--- src/strc_defines.svh ---
`ifndef STRC_DEFINES_SVH
`define STRC_DEFINES_SVH

// ----------------------------------------
// Status word layout
// ----------------------------------------
`define STRC_ST_STATE_HI 20
`define STRC_ST_STATE_LO 19
`define STRC_ST_INDEX_HI 18
`define STRC_ST_INDEX_LO 0
`define STRC_ST_RSVD_W 11
`define STRC_INDEX_W 19

// ----------------------------------------
// Sample widths and memory capacity
// ----------------------------------------
`define STRC_SPEED_BITS 12
`define STRC_PREC_BITS 14
`define STRC_IQ_BITS 15
`define STRC_DIRECT_CAP_MSA 128
`define STRC_INTERP_CAP_MSA 64

// ----------------------------------------
// Reset values and selection port low width
// ----------------------------------------
`define STRC_LOOP_RESET 32'h00000001
`define STRC_LOW_BITS_W 13

`endif

--- src/strc_pkg.sv ---
`default_nettype none

package strc_pkg;

  // ----------------------------------------
  // Types
  // ----------------------------------------
  typedef enum logic [1:0] {
    STRC_IDLE,
    STRC_WAIT_TRIG,
    STRC_RUN,
    STRC_WAIT_ADV
  } strc_exec_e;

  typedef enum logic [1:0] {
    STRC_ADV_AUTO,
    STRC_ADV_ADVANCE_CONDITIONAL,
    STRC_ADV_REP,
    STRC_ADV_ADVANCE_SINGLE
  } strc_adv_e;

  typedef enum logic [2:0] {
    STRC_OUT_SPEED,
    STRC_OUT_PREC,
    STRC_OUT_X3,
    STRC_OUT_X12,
    STRC_OUT_X24,
    STRC_OUT_X48
  } strc_out_e;

  typedef enum logic [1:0] {
    STRC_RUN_ARB,
    STRC_RUN_SEQ,
    STRC_RUN_SCEN
  } strc_run_e;

endpackage : strc_pkg

`default_nettype wire

--- src/strc_run_control.sv ---
`include "strc_defines.svh"
`default_nettype none

module strc_run_control
  import strc_pkg::*;
#(
  parameter int INDEX_W = `STRC_INDEX_W,
  parameter int LOW_W = `STRC_LOW_BITS_W
) (
  // Clock and reset
  input wire logic clk_in,
  input wire logic nrst_in,
  // Host settings
  input wire strc_run_e run_mode_in,
  input wire logic dynamic_switch_enable_in,
  input wire logic port_input_disable_in,
  input wire logic selection_port_width_in,
  input wire logic static_sel_we_in,
  input wire logic [INDEX_W-1:0] static_sel_in,
  input wire logic dynamic_entry_pick_we_in,
  input wire logic [INDEX_W-1:0] dynamic_entry_pick_in,
  input wire logic scenario_start_we_in,
  input wire logic [INDEX_W-1:0] scenario_start_index_in,
  input wire logic scenario_adv_we_in,
  input wire strc_adv_e scenario_advance_mode_in,
  input wire logic scenario_count_we_in,
  input wire logic [31:0] scenario_loop_count_in,
  input wire logic streaming_req_in,
  input wire logic streaming_val_in,
  // Sequencer events
  input wire logic start_in,
  input wire logic stop_in,
  input wire logic trigger_in,
  input wire logic advance_in,
  input wire logic entry_done_in,
  input wire logic last_entry_in,
  // Dynamic selection port
  input wire logic port_strobe_in,
  input wire logic [INDEX_W-1:0] port_value_in,
  // Sample path
  input wire strc_out_e out_mode_in,
  input wire logic [31:0] sample_word_in,
  // Readback
  output logic [31:0] sequencer_status_word_out,
  output logic [INDEX_W-1:0] dynamic_entry_pick_out,
  output logic [INDEX_W-1:0] scenario_start_index_out,
  output strc_adv_e scenario_advance_mode_out,
  output logic [31:0] scenario_loop_count_out,
  output logic streaming_enable_out,
  output logic [INDEX_W-1:0] next_entry_out,
  output logic select_refused_out,
  // Converter side
  output logic [15:0] dac_code_out,
  output logic [14:0] iq_i_out,
  output logic [14:0] iq_q_out,
  output logic [7:0] capacity_msa_out
);

  // ----------------------------------------
  // State
  // ----------------------------------------
  strc_exec_e state_reg;
  logic [INDEX_W-1:0] entry_reg;
  logic [INDEX_W-1:0] static_sel_reg;
  logic [31:0] loops_left_reg;
  logic running;
  logic [INDEX_W-1:0] port_index;
  logic port_take;

  assign running = (state_reg != STRC_IDLE);

  function automatic logic [INDEX_W-1:0] mask_port(input logic [INDEX_W-1:0] v,
                                                   input logic all_bits);
    logic [INDEX_W-1:0] m;
    m = '0;
    for (int i = 0; i < INDEX_W; i++) begin
      m[i] = all_bits || (i < LOW_W);
    end
    mask_port = v & m;
  endfunction : mask_port

  assign port_index = mask_port(port_value_in, selection_port_width_in);

  // Port counts only in dynamic mode with the hardware input enabled
  assign port_take = dynamic_switch_enable_in && !port_input_disable_in && port_strobe_in;

  // ----------------------------------------
  // Host settings
  // ----------------------------------------
  // Static choice refused while running, unless dynamic switching is enabled
  always_ff @(posedge clk_in) begin
    if (!nrst_in) begin
      static_sel_reg <= '0;
    end else if (static_sel_we_in && (!running || dynamic_switch_enable_in)) begin
      static_sel_reg <= static_sel_in;
    end
  end

  // Pulse lets the host see the write was dropped
  always_ff @(posedge clk_in) begin
    if (!nrst_in) begin
      select_refused_out <= 1'b0;
    end else begin
      select_refused_out <= static_sel_we_in && running && !dynamic_switch_enable_in;
    end
  end

  always_ff @(posedge clk_in) begin
    if (!nrst_in) begin
      dynamic_entry_pick_out <= '0;
    end else if (dynamic_entry_pick_we_in) begin
      dynamic_entry_pick_out <= dynamic_entry_pick_in;
    end else if (port_take) begin
      // Port sampled once per strobe; value must be stable then
      dynamic_entry_pick_out <= port_index;
    end
  end

  always_ff @(posedge clk_in) begin
    if (!nrst_in) begin
      scenario_start_index_out <= '0;
    end else if (scenario_start_we_in) begin
      scenario_start_index_out <= scenario_start_index_in;
    end
  end

  always_ff @(posedge clk_in) begin
    if (!nrst_in) begin
      scenario_advance_mode_out <= STRC_ADV_AUTO;
    end else if (scenario_adv_we_in) begin
      scenario_advance_mode_out <= scenario_advance_mode_in;
    end
  end

  // All-ones word stands for -1, endless repeat
  always_ff @(posedge clk_in) begin
    if (!nrst_in) begin
      scenario_loop_count_out <= `STRC_LOOP_RESET;
    end else if (scenario_count_we_in) begin
      scenario_loop_count_out <= scenario_loop_count_in;
    end
  end

  // Leaving dynamic mode drops streaming too
  always_ff @(posedge clk_in) begin
    if (!nrst_in) begin
      streaming_enable_out <= 1'b0;
    end else if (!dynamic_switch_enable_in) begin
      streaming_enable_out <= 1'b0;
    end else if (streaming_req_in) begin
      streaming_enable_out <= streaming_val_in;
    end
  end

  // ----------------------------------------
  // Next entry choice
  // ----------------------------------------
  // Scenario start applies only outside dynamic mode
  always_comb begin
    if (dynamic_switch_enable_in) begin
      next_entry_out = dynamic_entry_pick_out;
    end else if (run_mode_in == STRC_RUN_SCEN) begin
      next_entry_out = scenario_start_index_out;
    end else begin
      next_entry_out = static_sel_reg;
    end
  end

  // ----------------------------------------
  // Execution state
  // ----------------------------------------
  logic arm_now;
  logic step_done;
  logic scen_wrap;
  logic scen_last;

  // Stop outranks every move, so each helper leaves it out
  assign arm_now = (state_reg == STRC_IDLE) && start_in && !stop_in;
  assign step_done = (state_reg == STRC_RUN) && entry_done_in && !stop_in;
  assign scen_wrap = step_done && last_entry_in && !dynamic_switch_enable_in
                     && (run_mode_in == STRC_RUN_SCEN);
  // Final pass ends in idle even under a waiting advance mode
  assign scen_last = scen_wrap && (loops_left_reg == 32'h00000001);

  always_ff @(posedge clk_in) begin
    if (!nrst_in) begin
      state_reg <= STRC_IDLE;
    end else if (stop_in) begin
      state_reg <= STRC_IDLE;
    end else begin
      case (state_reg)
        STRC_IDLE: begin
          if (start_in) begin
            state_reg <= STRC_WAIT_TRIG;
          end
        end
        STRC_WAIT_TRIG: begin
          if (trigger_in) begin
            state_reg <= STRC_RUN;
          end
        end
        STRC_RUN: begin
          if (scen_last) begin
            state_reg <= STRC_IDLE;
          end else if (step_done && (scenario_advance_mode_out != STRC_ADV_AUTO)) begin
            state_reg <= STRC_WAIT_ADV;
          end
        end
        STRC_WAIT_ADV: begin
          if (advance_in) begin
            state_reg <= STRC_RUN;
          end
        end
        default: begin
          state_reg <= STRC_IDLE;
        end
      endcase
    end
  end

  // Index kept through stop; host must not trust it in idle
  always_ff @(posedge clk_in) begin
    if (!nrst_in) begin
      entry_reg <= '0;
    end else if (arm_now) begin
      entry_reg <= next_entry_out;
    end else if (step_done && !scen_last) begin
      if (dynamic_switch_enable_in) begin
        entry_reg <= dynamic_entry_pick_out;
      end else if (scen_wrap) begin
        entry_reg <= scenario_start_index_out;
      end else begin
        entry_reg <= entry_reg + {{(INDEX_W-1){1'b0}}, 1'b1};
      end
    end
  end

  // All-ones never counts down, so -1 repeats until stopped
  always_ff @(posedge clk_in) begin
    if (!nrst_in) begin
      loops_left_reg <= 32'h00000000;
    end else if (arm_now) begin
      loops_left_reg <= scenario_loop_count_out;
    end else if (scen_wrap && !scen_last && (loops_left_reg != 32'hFFFFFFFF)) begin
      loops_left_reg <= loops_left_reg - 32'h00000001;
    end
  end

  // ----------------------------------------
  // Status word
  // ----------------------------------------
  function automatic logic [31:0] pack_status(input strc_exec_e s,
                                              input logic [INDEX_W-1:0] e);
    pack_status = {{`STRC_ST_RSVD_W{1'b0}}, s, e};
  endfunction : pack_status

  // One register so a read never mixes two cycles
  always_ff @(posedge clk_in) begin
    if (!nrst_in) begin
      sequencer_status_word_out <= 32'h00000000;
    end else begin
      sequencer_status_word_out <= pack_status(state_reg,
                                               entry_reg);
    end
  end

  // ----------------------------------------
  // Sample path
  // ----------------------------------------
  strc_sample_path u_path (
    .clk_in(clk_in),
    .nrst_in(nrst_in),
    .out_mode_in(out_mode_in),
    .sample_word_in(sample_word_in),
    .dac_code_out(dac_code_out),
    .iq_i_out(iq_i_out),
    .iq_q_out(iq_q_out),
    .capacity_msa_out(capacity_msa_out)
  );

endmodule : strc_run_control

`default_nettype wire

--- src/strc_sample_path.sv ---
`include "strc_defines.svh"
`default_nettype none

module strc_sample_path
  import strc_pkg::*;
(
  // Clock and reset
  input wire logic clk_in,
  input wire logic nrst_in,
  // Mode and data
  input wire strc_out_e out_mode_in,
  input wire logic [31:0] sample_word_in,
  // Converter side
  output logic [15:0] dac_code_out,
  output logic [14:0] iq_i_out,
  output logic [14:0] iq_q_out,
  output logic [7:0] capacity_msa_out
);

  // ----------------------------------------
  // Direct and interpolated paths
  // ----------------------------------------
  function automatic logic is_interp(input strc_out_e m);
    is_interp = (m != STRC_OUT_SPEED) && (m != STRC_OUT_PREC);
  endfunction : is_interp

  always_ff @(posedge clk_in) begin
    if (!nrst_in) begin
      dac_code_out <= 16'h0000;
    end else if (out_mode_in == STRC_OUT_SPEED) begin
      // Low four bits are markers and don't-care
      dac_code_out <= {sample_word_in[15:4], 4'h0};
    end else if (out_mode_in == STRC_OUT_PREC) begin
      dac_code_out <= {sample_word_in[15:2], 2'h0};
    end else begin
      dac_code_out <= dac_code_out;
    end
  end

  // Modulator itself sits downstream; only the pair is latched here
  always_ff @(posedge clk_in) begin
    if (!nrst_in) begin
      iq_i_out <= 15'h0000;
      iq_q_out <= 15'h0000;
    end else if (is_interp(out_mode_in)) begin
      iq_i_out <= sample_word_in[14:0];
      iq_q_out <= sample_word_in[30:16];
    end
  end

  always_ff @(posedge clk_in) begin
    if (!nrst_in) begin
      capacity_msa_out <= 8'(`STRC_DIRECT_CAP_MSA);
    end else begin
      capacity_msa_out <= is_interp(out_mode_in) ? 8'(`STRC_INTERP_CAP_MSA)
                                                 : 8'(`STRC_DIRECT_CAP_MSA);
    end
  end

endmodule : strc_sample_path

`default_nettype wire

--- config.mk ---
export PLATFORM = sky130hd
export DESIGN_NAME = strc_run_control
export DESIGN_NICKNAME = d
export VERILOG_FILES = /design/src/strc_pkg.sv /design/src/strc_run_control.sv /design/src/strc_sample_path.sv
export VERILOG_INCLUDE_DIRS = /design/src
export SDC_FILE = /design/constraint.sdc
export NUM_CORES = 1
export LEC_CHECK = 0
export BUFFER_PORTS_ARGS = -buffer_cell sky130_fd_sc_hd__buf_2
export CORE_MARGIN = 1.5
export CORE_UTILIZATION = 50
export DETAILED_ROUTE_END_ITERATION = 16
export PLACE_DENSITY = 0.9
export RECOVER_POWER = 25
export SLEW_MARGIN = 15
export SYNTH_ARGS = -nofsm -noshare
export SYNTH_HDL_FRONTEND = slang
export SYNTH_SLANG_ARGS = --single-unit
--- constraint.sdc ---
create_clock -name clk_in -period 3.2 [get_ports clk_in]
set_input_delay 0.48 -clock clk_in [delete_from_list [all_inputs] [get_ports clk_in]]
set_output_delay 0.48 -clock clk_in [all_outputs]
set_load 0.05 [all_outputs]
=== Word-level counts from Yosys, hierarchy flattened ===
Cells that the tools add are included.
Widths: inputs -> output; s select.

* Output and inout port bits: 179
* Bits in read-only memories: 0
* RAM bits: 0
* Logic and storage cells: 89
* Bits of input ports: 166
* Flip-flop bits (word level): 230
* Memories kept: 0
* Bits in latches: 0

* Equality and inequality tests: 12
* Mux-type cells: 19
* Multipliers: 0
* Shift-type cells: 0
* Reduce and logical (&&, ||, !) cells: 37
* $lt $le $gt $ge: 0
* Add/subtract/negate cells: 2
* Bitwise gates (word level): 2
* Divide/modulo/power cells: 0

{| class="wikitable"
|+ Operators with widths
! cell !! number
|-
| $mux 19 || 8
|-
| $mux 32 || 2
|-
| $eq 32x1->1 const B || 1
|-
| $mux 16 || 2
|-
| $ne 32x32->1 const B || 1
|-
| $sub 32x1->32 const B || 1
|-
| $add 19x1->19 const B || 1
|-
| $and 19x19->19 || 1
|-
| $logic_and 1x1->1 || 18
|-
| $reduce_bool 2->1 || 6
|-
| $mux 2 || 5
|-
| $mux 8 || 1
|-
| $pmux 2 s4 || 1
|-
| $eq 2x2->1 const B || 3
|-
| $ne 2x2->1 const B || 3
|-
| $logic_not 1->1 || 5
|-
| $reduce_and 4->1 || 1
|-
| $reduce_or 2->1 || 2
|-
| $eq 3x1->1 const B || 1
|-
| $logic_not 3->1 || 1
|-
| $ne 3x1->1 const B || 1
|-
| $ne 3x2->1 const B || 1
|-
| $reduce_bool 3->1 || 1
|-
| $eq 2x1->1 const B || 1
|-
| other kinds (4) || 4
|}

=== Depth between registers and ports, before layout ===
Gate-level depths: netlist of run 1.

* Depth after elaboration: 12
* Mapped depth: 10

=== Cells and area by module ===
A second synthesis of run 1 with hierarchy kept.

* Cells, all modules: 1,132
* Area, all modules: 9,785.6 um2

{| class="wikitable"
|+ Modules (own cells, without submodules)
! module !! instances !! area each (um2) !! cells each
|-
| strc_run_control || 1 || 7,855.0 || 920
|-
| strc_sample_path || 1 || 1,930.6 || 212
|}

=== Least setup slack after synthesis of run 1 ===
OpenSTA, ideal clock, no wires.

* Kind: input to output
* Start point: input run_mode_in[0]
* End point: output next_entry_out[5]
* Path slack: 353 ps
* Required time: 2,720 ps
* Data arrival time: 2,367 ps
* Buffers on the path: 2
* Stages: 5
* Cell sequence: nand2b_1 -> clkbuf_1 -> buf_1 -> mux2i_1 -> o21ai_0

* Longest elaborated chain between the ends: 3

{| class="wikitable"
|+ Ends and longest elaborated chain
! element !! line !! RTL
|-
| start, declared || strc_run_control.sv:14 || <nowiki>input wire strc_run_e run_mode_in,</nowiki>
|-
| $eq 2x2->1 || strc_run_control.sv:162 || <nowiki>end else if (run_mode_in == STRC_RUN_SCEN) begin</nowiki>
|-
| $mux 19 || strc_run_control.sv:162 ||
|-
| $mux 19 || strc_run_control.sv:160 || <nowiki>if (dynamic_switch_enable_in) begin</nowiki>
|-
| end, declared || strc_run_control.sv:50 || <nowiki>output logic [INDEX_W-1:0] next_entry_out,</nowiki>
|}

No other way between the ends.

=== Worst setup path after layout of run 1 ===
* Start point: register loops_left_reg[14]
* End point: register entry_reg[15]

* Longest elaborated chain between the ends: 5

{| class="wikitable"
|+ Ends and longest elaborated chain
! element !! line !! RTL
|-
| start, declared || strc_run_control.sv:65 || <nowiki>logic [31:0] loops_left_reg;</nowiki>
|-
| start signal, assigned || strc_run_control.sv:243 || <nowiki>loops_left_reg <= scenario_loop_count_out;</nowiki>
|-
| start signal, assigned || strc_run_control.sv:245 || <nowiki>loops_left_reg <= loops_left_reg - 32'h00000001;</nowiki>
|-
| $eq 32x1->1 || strc_run_control.sv:183 || <nowiki>assign scen_last = scen_wrap && (loops_left_reg == 32'h00000001);</nowiki>
|-
| $logic_and 1x1->1 || strc_run_control.sv:183 ||
|-
| $logic_not 1->1 || strc_run_control.sv:227 || <nowiki>end else if (step_done && !scen_last) begin</nowiki>
|-
| $logic_and 1x1->1 || strc_run_control.sv:227 ||
|-
| $reduce_bool 2->1 (no line) || -- ||
|-
| end signal, assigned || strc_run_control.sv:226 || <nowiki>entry_reg <= next_entry_out;</nowiki>
|-
| end signal, assigned || strc_run_control.sv:229 || <nowiki>entry_reg <= dynamic_entry_pick_out;</nowiki>
|-
| end signal, assigned || strc_run_control.sv:231 || <nowiki>entry_reg <= scenario_start_index_out;</nowiki>
|-
| end, declared || strc_run_control.sv:63 || <nowiki>logic [INDEX_W-1:0] entry_reg;</nowiki>
|}

No other way between the ends.
A chain may end at the register's enable or synchronous reset.

==> results of run 1 <==
-- layout by cell type (no fill, tap or decap), types with 8 or more instances in the layout --
cell         n
nand2_1    198
clkbuf_16   25
conb_1      19
nor2_1     105
buf_2      324
o211ai_1    10
nand4_1     20
and2_1       8
a31oi_1     18
a21oi_1    108
a211oi_1    15
nor3_1      24
mux2i_1     77
xor2_1      12
inv_1       11
dfxtp_1    213
o21ai_0     41
a22oi_1     12
or3_1       11
mux2_2      11
and2_0      14
buf_4       18
nand3_1     25
nor4_1      10
-- cells in the mapped netlist (all sizes together), types with 20 or more instances --
cell type  number  area [sq um]
nand3          25           125
o21ai          43           219
a21oi         108           541
clkbuf         67           251
nor3           24           120
nand2         198           743
mux2i          77           771
nand4          20           125
buf            34           218
nor2          106           398
and2           22           138
dfxtp         213          4260
-- critical path, cell delays in order (launching register included) --
cell and delay (ns):
dfxtp_1 0.36, or4_1 0.67, or4_4 0.59, nor4_2 0.41, o21ai_2 0.07, buf_4 0.25
o21ai_0 0.22, a31oi_1 0.08
-- through the flow --
stage	area, sq um	total power (W)	cells	setup WS (ns)
CTS	12100	0.00699	1694	0.420
global placement	11300	0.00430	1652	0.499
detailed placement	11300	0.00433	1652	0.437
floorplan	9690	0.00394	1174	0.353
finish	12100	0.00697	1694	0.385
global route	12100	0.00721	1694	0.144
-- metal layers --
metal	routed length, um	vias up	GRT usage (%)
met5	0	-	0
met4	1010	0	9.28
met3	3200	78	6.41
met2	13900	590	46.9
met1	12200	4563	39.1
li1	-	4642	-
-- cells by family (layout without fill, tap and decap cells) --
kind of cell,count (synthesis),count (layout)
AO/OA/AOI/OAI,258,258
XOR/XNOR,19,19
adder cells (fa/ha/maj),4,4
buffers and inverters,113,399
flip-flops,213,213
multiplexers,88,88
other,1,19
AND/OR/NAND/NOR,460,460
-- final cells by class --
cell class / count / area (sq um) / share of cell area (%)
timing repair buffer: 345 / 1800 / 14.9
clock buffer: 35 / 713 / 5.89
sequential: 213 / 4260 / 35.2
clock inverter: 7 / 62.6 / 0.517
multi-input combinational: 848 / 4920 / 40.7
tap: 234 / 293 / 2.42
inverter: 12 / 46.3 / 0.383
-- path summary, 6_finish.rpt --
check | endpoint | slack (ns) | depth (start not counted)
worst max-delay path | entry_reg[15]$_SDFFE_PN0P_ | 0.39 | 7
worst min-delay path | scenario_loop_count_out[5]$_SDFFE_PN0P_ | 0.21 | 3
worst max register to register | entry_reg[15]$_SDFFE_PN0P_ | 0.39 | 7
worst min register to register | u_path.iq_i_out[9]$_SDFFE_PN0P_ | 0.45 | 2
-- report_power, final --
part           switching (W)  internal (W)
clock network        0.00106       0.00162
logic               0.000946      0.000390
registers           0.000154       0.00280
==> metrics.yaml, run 1 <==
status: "complete, but fails checks"
violations: "capacitance limit, slew limit"
antenna_found_initial: 0
synth_adder_area_share_pct: 0.520
grt_pass1_vias: 8926
critPathKind: "reg2reg"
crit_start: "loops_left_reg[14]$_SDFFE_PN0P_"
rsz0062_at_grt: "false"
insertion_delay_ns: 0.51
die_area_sq_um: 20100
die_y_um: 142
cts_made_buffers: 24
ctsHoldBuffers: 0
yosys-mux-area-fraction_pct: 9.30
hold_path.class: "in2reg"
post_cts_buffers: 0
p_leak_nw: 5.56
netlist-cell-type-count: 66
hpwl_um: 22000
synth-seq-area-share_pct: 44.3
syn_area_per_cell_sq_um: 8.32
syn_to_final_growth_pct: 25.7
slew_headroom_pct: -72.6
fin_crit_sh_pct: 88.0
drc: 0
cp_max_fo: 37
clock_path_buffers: 3
skew_ns: 0.0116
grt_use_total_pct: 29.2
clkTransAtPathRegs_ns: 0.06
fin_tns_setup_ns: 0
fin_util_pct: 64.5
pin_count: 345
htreeDepth: 1
antenna_cells: 0
min_period_ns: 2.81
drtPass1Iterations: 8
fp-row-count: 50
r2r_start: "loops_left_reg[14]$_SDFFE_PN0P_"
io_buffers: 324
tightest_slew_ns: 2.59
maxCapViolCount: 2
gp_congestion: 0.934
synth-async-reset-ratio_pct: 0
drtIter0Drc: 1247
cts_tree: "built"
synth_top_family_by_area: "simple AND/OR/NAND/NOR gates"
clock-sinks: 213
viasPerCell: 5.83
fin_nets: 1614
start_util_pct: 51.3
holdCritStartpoint: "scenario_loop_count_in[5]"
finalSetupViolCount: 0
grt_max_degree: 60
syn_inst: 1156
finalHoldViolCount: 0
yosys.area_share.simple_pct: 22.1
grt_pass1_wl_um: 46900
drive_gt1_share_pct: 27.7
ant_nets: 0
vias: 9873
ys_warn_count: 0
synthFlopType: "dfxtp_1"
cp-start-kind: "flop"
synthXorXnorAreaFrac_pct: 1.73
cts.repair.resized: 0
ir_drop_v: 0.000393
holdWs_ns: 0.208
synth_edf_count: 0
die_w_um: 142
required_ns: 3.56
ys_ff_latch: 213
grt_overflow_total: 0
fmax_ghz: 0.355
wl_per_cell_um: 17.8
synth_compound_area_share_pct: 16.7
endpoint_kind: "flop"
syn_area_sq_um: 9620
cts_root_buf: "clkbuf_16"
powerDensity_nw_per_um2: 576
n_fill_cell: 1519
arrival_ns: 3.18
slew_violations: 114
drt_wl_total_um: 30200
core_area_sq_um: 18800
Note: power is estimated with default switching activity, not from simulation.
==> run 2: changes to the inputs <==
==> constraint.sdc (replaced) <==
create_clock -name clk_in -period 3.12 [get_ports clk_in]
set_input_delay 0.468 -clock clk_in [delete_from_list [all_inputs] [get_ports clk_in]]
set_output_delay 0.468 -clock clk_in [all_outputs]
set_load 0.05 [all_outputs]
==> run 2 against run 1 <==
Against the previous run:
- register-to-register slack worse by 0.12 ns
- wire length is 2.5% higher
- sequential power rose by 2%
- combinational power hardly changed
- clock-buffer cell count down 4
- the flow still finishes with violations (capacitance limit, slew limit)
- clock power is 8.6% higher
==> metrics.yaml, run 2 (synthesis results as in run 1) <==
ant_nets: 0
cp-start-kind: "flop"
slew_headroom_pct: -56.3
grt_pass1_wl_um: 47200
drtIter0Drc: 944
maxCapViolCount: 4
violations: "capacitance limit, slew limit"
clock_path_buffers: 3
vias: 9915
start_util_pct: 51.3
fin_crit_sh_pct: 91.4
die_area_sq_um: 20100
n_fill_cell: 1568
min_period_ns: 2.85
required_ns: 3.42
drtPass1Iterations: 6
finalHoldViolCount: 0
die_y_um: 142
hold_path.class: "in2reg"
clkTransAtPathRegs_ns: 0.06
skew_ns: 0.0188
io_buffers: 324
critPathKind: "reg2reg"
most-common-layout-cells: "buf_2 (322), dfxtp_1 (213), nand2_1 (198)"
arrival_ns: 3.15
layout_setup_ws_ns: 0.268
grt_pass1_vias: 9210
fp-row-count: 50
antenna_found_initial: 4
cts_made_buffers: 23
powerDensity_nw_per_um2: 604
drt_wl_total_um: 31000
drive_gt1_share_pct: 27.6
grt_overflow_total: 0
gp_congestion: 0.930
dp_cells: 1651
slew_violations: 220
finalSetupViolCount: 0
ctsHoldBuffers: 0
cts.repair.resized: 0
insertion_delay_ns: 0.51
max_stage_delay_ns: 0.67
endpoint_kind: "flop"
syn_to_final_growth_pct: 25.9
pin_count: 345
wl_per_cell_um: 18.3
p_leak_nw: 5.56
post_cts_buffers: 0
cp_max_fo: 14
die_w_um: 142
htreeDepth: 1
status: "complete, but fails checks"
grt_max_degree: 95
hpwl_um: 22600
fin_tns_setup_ns: 0
place_ws_ns: 0.344
fin_nets: 1612
rsz0062_at_grt: "false"
ir_drop_v: 0.000423
viasPerCell: 5.85
cts_root_buf: "clkbuf_16"
crit_slowest_cell: "or4_1"
layout_commonest_cell: "buf_2"
clock-sinks: 213
fmax_ghz: 0.351
tightest_slew_ns: 2.34
core_area_sq_um: 18800
cp_cell_sequence: "or4_1 > nor4_2 > nand3_1 > nand2_1 > a2bb2oi_1 > a21oi_1"
drc: 0
stdcell_count: 1695
cts_tree: "built"
grt_use_total_pct: 29.4
run 2: cell types whose count changed in the layout (fill, tap and decap cells not counted), moves of 2 or more:
cell       before  now
and2_1          8   12
buf_12          2    0
diode_2         0    3
and2_0         14   10
bufinv_16       1    4
buf_2         324  322
clkbuf_16      25   23
run 2: report_power, final:
part | switching [W] | total (W) | internal [W]
Clock | 0.00109 | 0.00291 | 0.00182
Sequential | 0.000157 | 0.00303 | 0.00287
Combinational | 0.000976 | 0.00137 | 0.000399
run 2: cell type report:
type                    instances  area, sq um  share of cell area [%]
clock buffers                  31          666                    5.49
well taps                     234          293                    2.42
repair buffers                344         1760                    14.6
clock inverters                10          156                    1.29
multi-input cells             848         4920                    40.6
inverters                      12         46.3                   0.382
flip-flops and latches        213         4260                    35.2
diodes                          3         7.51                  0.0620
run 2: worst paths after layout:
check | startpoint | endpoint | slack [ns] | cells past startpoint
hold / removal | scenario_loop_count_in[0] | scenario_loop_count_out[0]$_SDFFE_PN1P_ | 0.19 | 3
hold reg to reg | u_path.iq_i_out[13]$_SDFFE_PN0P_ | u_path.iq_i_out[13]$_SDFFE_PN0P_ | 0.45 | 2
setup / recovery | loops_left_reg[14]$_SDFFE_PN0P_ | loops_left_reg[1]$_SDFFE_PN0P_ | 0.27 | 6
setup reg to reg | loops_left_reg[14]$_SDFFE_PN0P_ | loops_left_reg[1]$_SDFFE_PN0P_ | 0.27 | 6
run 2: per-layer routing:
layer | part of all wire (%) | track usage (%)
met1 | 40 | 36.6
met2 | 47 | 48.7
met3 | 10 | 7.49
met4 | 3.8 | 11.6
met5 | 0.042 | 0
run 2: per-stage QoR:
step                      util (%)  hold WS, ns  power (W)  instance area, sq um
final                         64.6        0.192    0.00732                 12100
after detailed placement      60.3        0.444    0.00444                 11300
after global routing          64.5        0.191    0.00756                 12100
after global placement        60.3        0.434    0.00440                 11300
after floorplan                  -        0.436    0.00404                  9690
after CTS                     64.6        0.165    0.00734                 12100
run 2: critical path, delay by kind of cell, from the launching register on:
kind | cells | cell delay [ns]
simple gates | 4 | 2.01
flops | 1 | 0.36
compound gates | 2 | 0.28
==> run 3: changes to the inputs <==
--- a/config.mk
+++ b/config.mk
@@ -8,9 +8,10 @@
 export LEC_CHECK = 0
 export BUFFER_PORTS_ARGS = -buffer_cell sky130_fd_sc_hd__buf_2
 export CORE_MARGIN = 1.5
-export CORE_UTILIZATION = 50
+export CORE_UTILIZATION = 52
+export CTS_BUF_LIST = sky130_fd_sc_hd__clkbuf_8
 export DETAILED_ROUTE_END_ITERATION = 16
-export PLACE_DENSITY = 0.9
+export PLACE_DENSITY = 0.93
 export RECOVER_POWER = 25
 export SLEW_MARGIN = 15
 export SYNTH_ARGS = -nofsm -noshare
==> run 3 against run 2 <==
Against the previous run:
- the flow still finishes with violations (capacitance limit, slew limit)
- clock power about the same
- die area is 3.8% lower
- utilization grew 3.0 points
==> metrics.yaml, run 3 (synthesis results as in run 1) <==
status: "complete, but fails checks"
p_leak_nw: 5.66
cts.repair.resized: 0
clkTransAtPathRegs_ns: 0.06
finalHoldViolCount: 0
fin_tns_setup_ns: 0
hpwl_um: 22300
post_cts_buffers: 0
wl_per_cell_um: 17.9
holdWs_ns: 0.180
cts_tree: "built"
crit_start: "loops_left_reg[14]$_SDFFE_PN0P_"
min_path_cells: 3
holdCritStartpoint: "scenario_start_index_in[9]"
critPathKind: "reg2reg"
clock_path_buffers: 3
htreeDepth: 2
endpoint_kind: "flop"
most-common-layout-cells: "buf_2 (323), dfxtp_1 (213), nand2_1 (198)"
grt_pass1_wl_um: 47900
insertion_delay_ns: 0.53
reg2regPathDepth: 6
clock-sinks: 213
required_ns: 3.44
arrival_ns: 3.10
rsz0062_at_grt: "false"
ctsHoldBuffers: 0
grt_use_total_pct: 30.5
grt_pass1_vias: 9149
maxCapViolCount: 1
layout_commonest_cell: "buf_2"
gp_congestion: 0.926
fp-row-count: 49
hold_path.class: "in2reg"
final_cell_area_sq_um: 12200
fmax_ghz: 0.359
die_area_sq_um: 19300
ir_drop_v: 0.000413
core_area_sq_um: 18000
finalPower_w: 0.00728
fin_nets: 1629
io_buffers: 324
cp-start-kind: "flop"
drtPass1Iterations: 8
powerDensity_nw_per_um2: 598
drc: 0
cts_root_buf: "clkbuf_8"
pin_count: 345
ant_nets: 0
vias: 10000
drt_wl_total_um: 30900
grt_overflow_total: 0
drive_gt1_share_pct: 28.5
skew_ns: 0.0338
finalSetupViolCount: 0
die_y_um: 139
violations: "capacitance limit, slew limit"
drtIter0Drc: 1207
dp_cells: 1648
dpl_cell_area_sq_um: 11300
fin_crit_sh_pct: 89.4
slew_headroom_pct: -3.65
cts_made_buffers: 38
cp_max_fo: 15
stdcell_count: 1724
tightest_slew_ns: 1.55
antenna_found_initial: 7
syn_to_final_growth_pct: 26.5
die_w_um: 139
grt_max_degree: 64
n_fill_cell: 1412
viasPerCell: 5.83
r2r_start: "loops_left_reg[14]$_SDFFE_PN0P_"
min_period_ns: 2.79
start_util_pct: 53.4
slew_violations: 33
[run 3: changes by cell type in the layout (fill, tap and decap cells not counted), sizes merged]
cell,before,now
clkbuf,35,54
inv,12,24
diode,3,6
clkinvlp,2,0
buf,340,341
clkinv,4,5
[run 3: worst max-delay path, stage by stage, from the launching register on]
cell and delay (ns):
dfxtp_1 0.36, or4_1 0.66, nor4_2 0.33, nand3_1 0.28, and2_0 0.54, a32oi_1 0.34
a21oi_1 0.09
[run 3: stage by stage]
stage | util, % | worst slack (ns)
floorplan | - | 0.297
global placement | 62.8 | 0.447
detailed placement | 62.8 | 0.405
CTS | 67.6 | 0.374
global route | 67.5 | 0.203
finish | 67.5 | 0.331
[run 3: layout make-up]
type                            count  area (sq um)  area share, %
Multi-Input combinational cell    848          4920           40.4
Sequential cell                   213          4260           35.0
Timing Repair Buffer              346          1770           14.6
Clock buffer                       49           674           5.54
Tap cell                          229           287           2.35
Clock inverter                     21           190           1.56
Inverter                           12          47.5          0.391
Antenna cell                        6          15.0          0.123
[run 3: final timing paths]
| check | endpoint | slack (ns) |
|---|---|---|
| min reg2reg | u_path.dac_code_out[2]$_SDFFE_PP0N_ | 0.45 |
| min | scenario_start_index_out[9]$_SDFFE_PN0P_ | 0.18 |
| max reg2reg | loops_left_reg[12]$_SDFFE_PN0P_ | 0.33 |
| max | loops_left_reg[12]$_SDFFE_PN0P_ | 0.33 |
[run 3: report_power, final]
part,switching (W),internal [W]
combinational,0.000972,0.000396
clock,0.00114,0.00174
sequential,0.000157,0.00287
total,0.00227,0.00501
[run 3: per-layer routing]
| metal | track usage (%) | wire [um] | vias to the layer above |
|---|---|---|---|
| met5 | 0 | 0 | - |
| met3 | 7.25 | 3170 | 114 |
| met1 | 38.6 | 12100 | 4613 |
| li1 | - | - | 4683 |
| met2 | 49.0 | 14200 | 636 |
| met4 | 14.7 | 1470 | 0 |
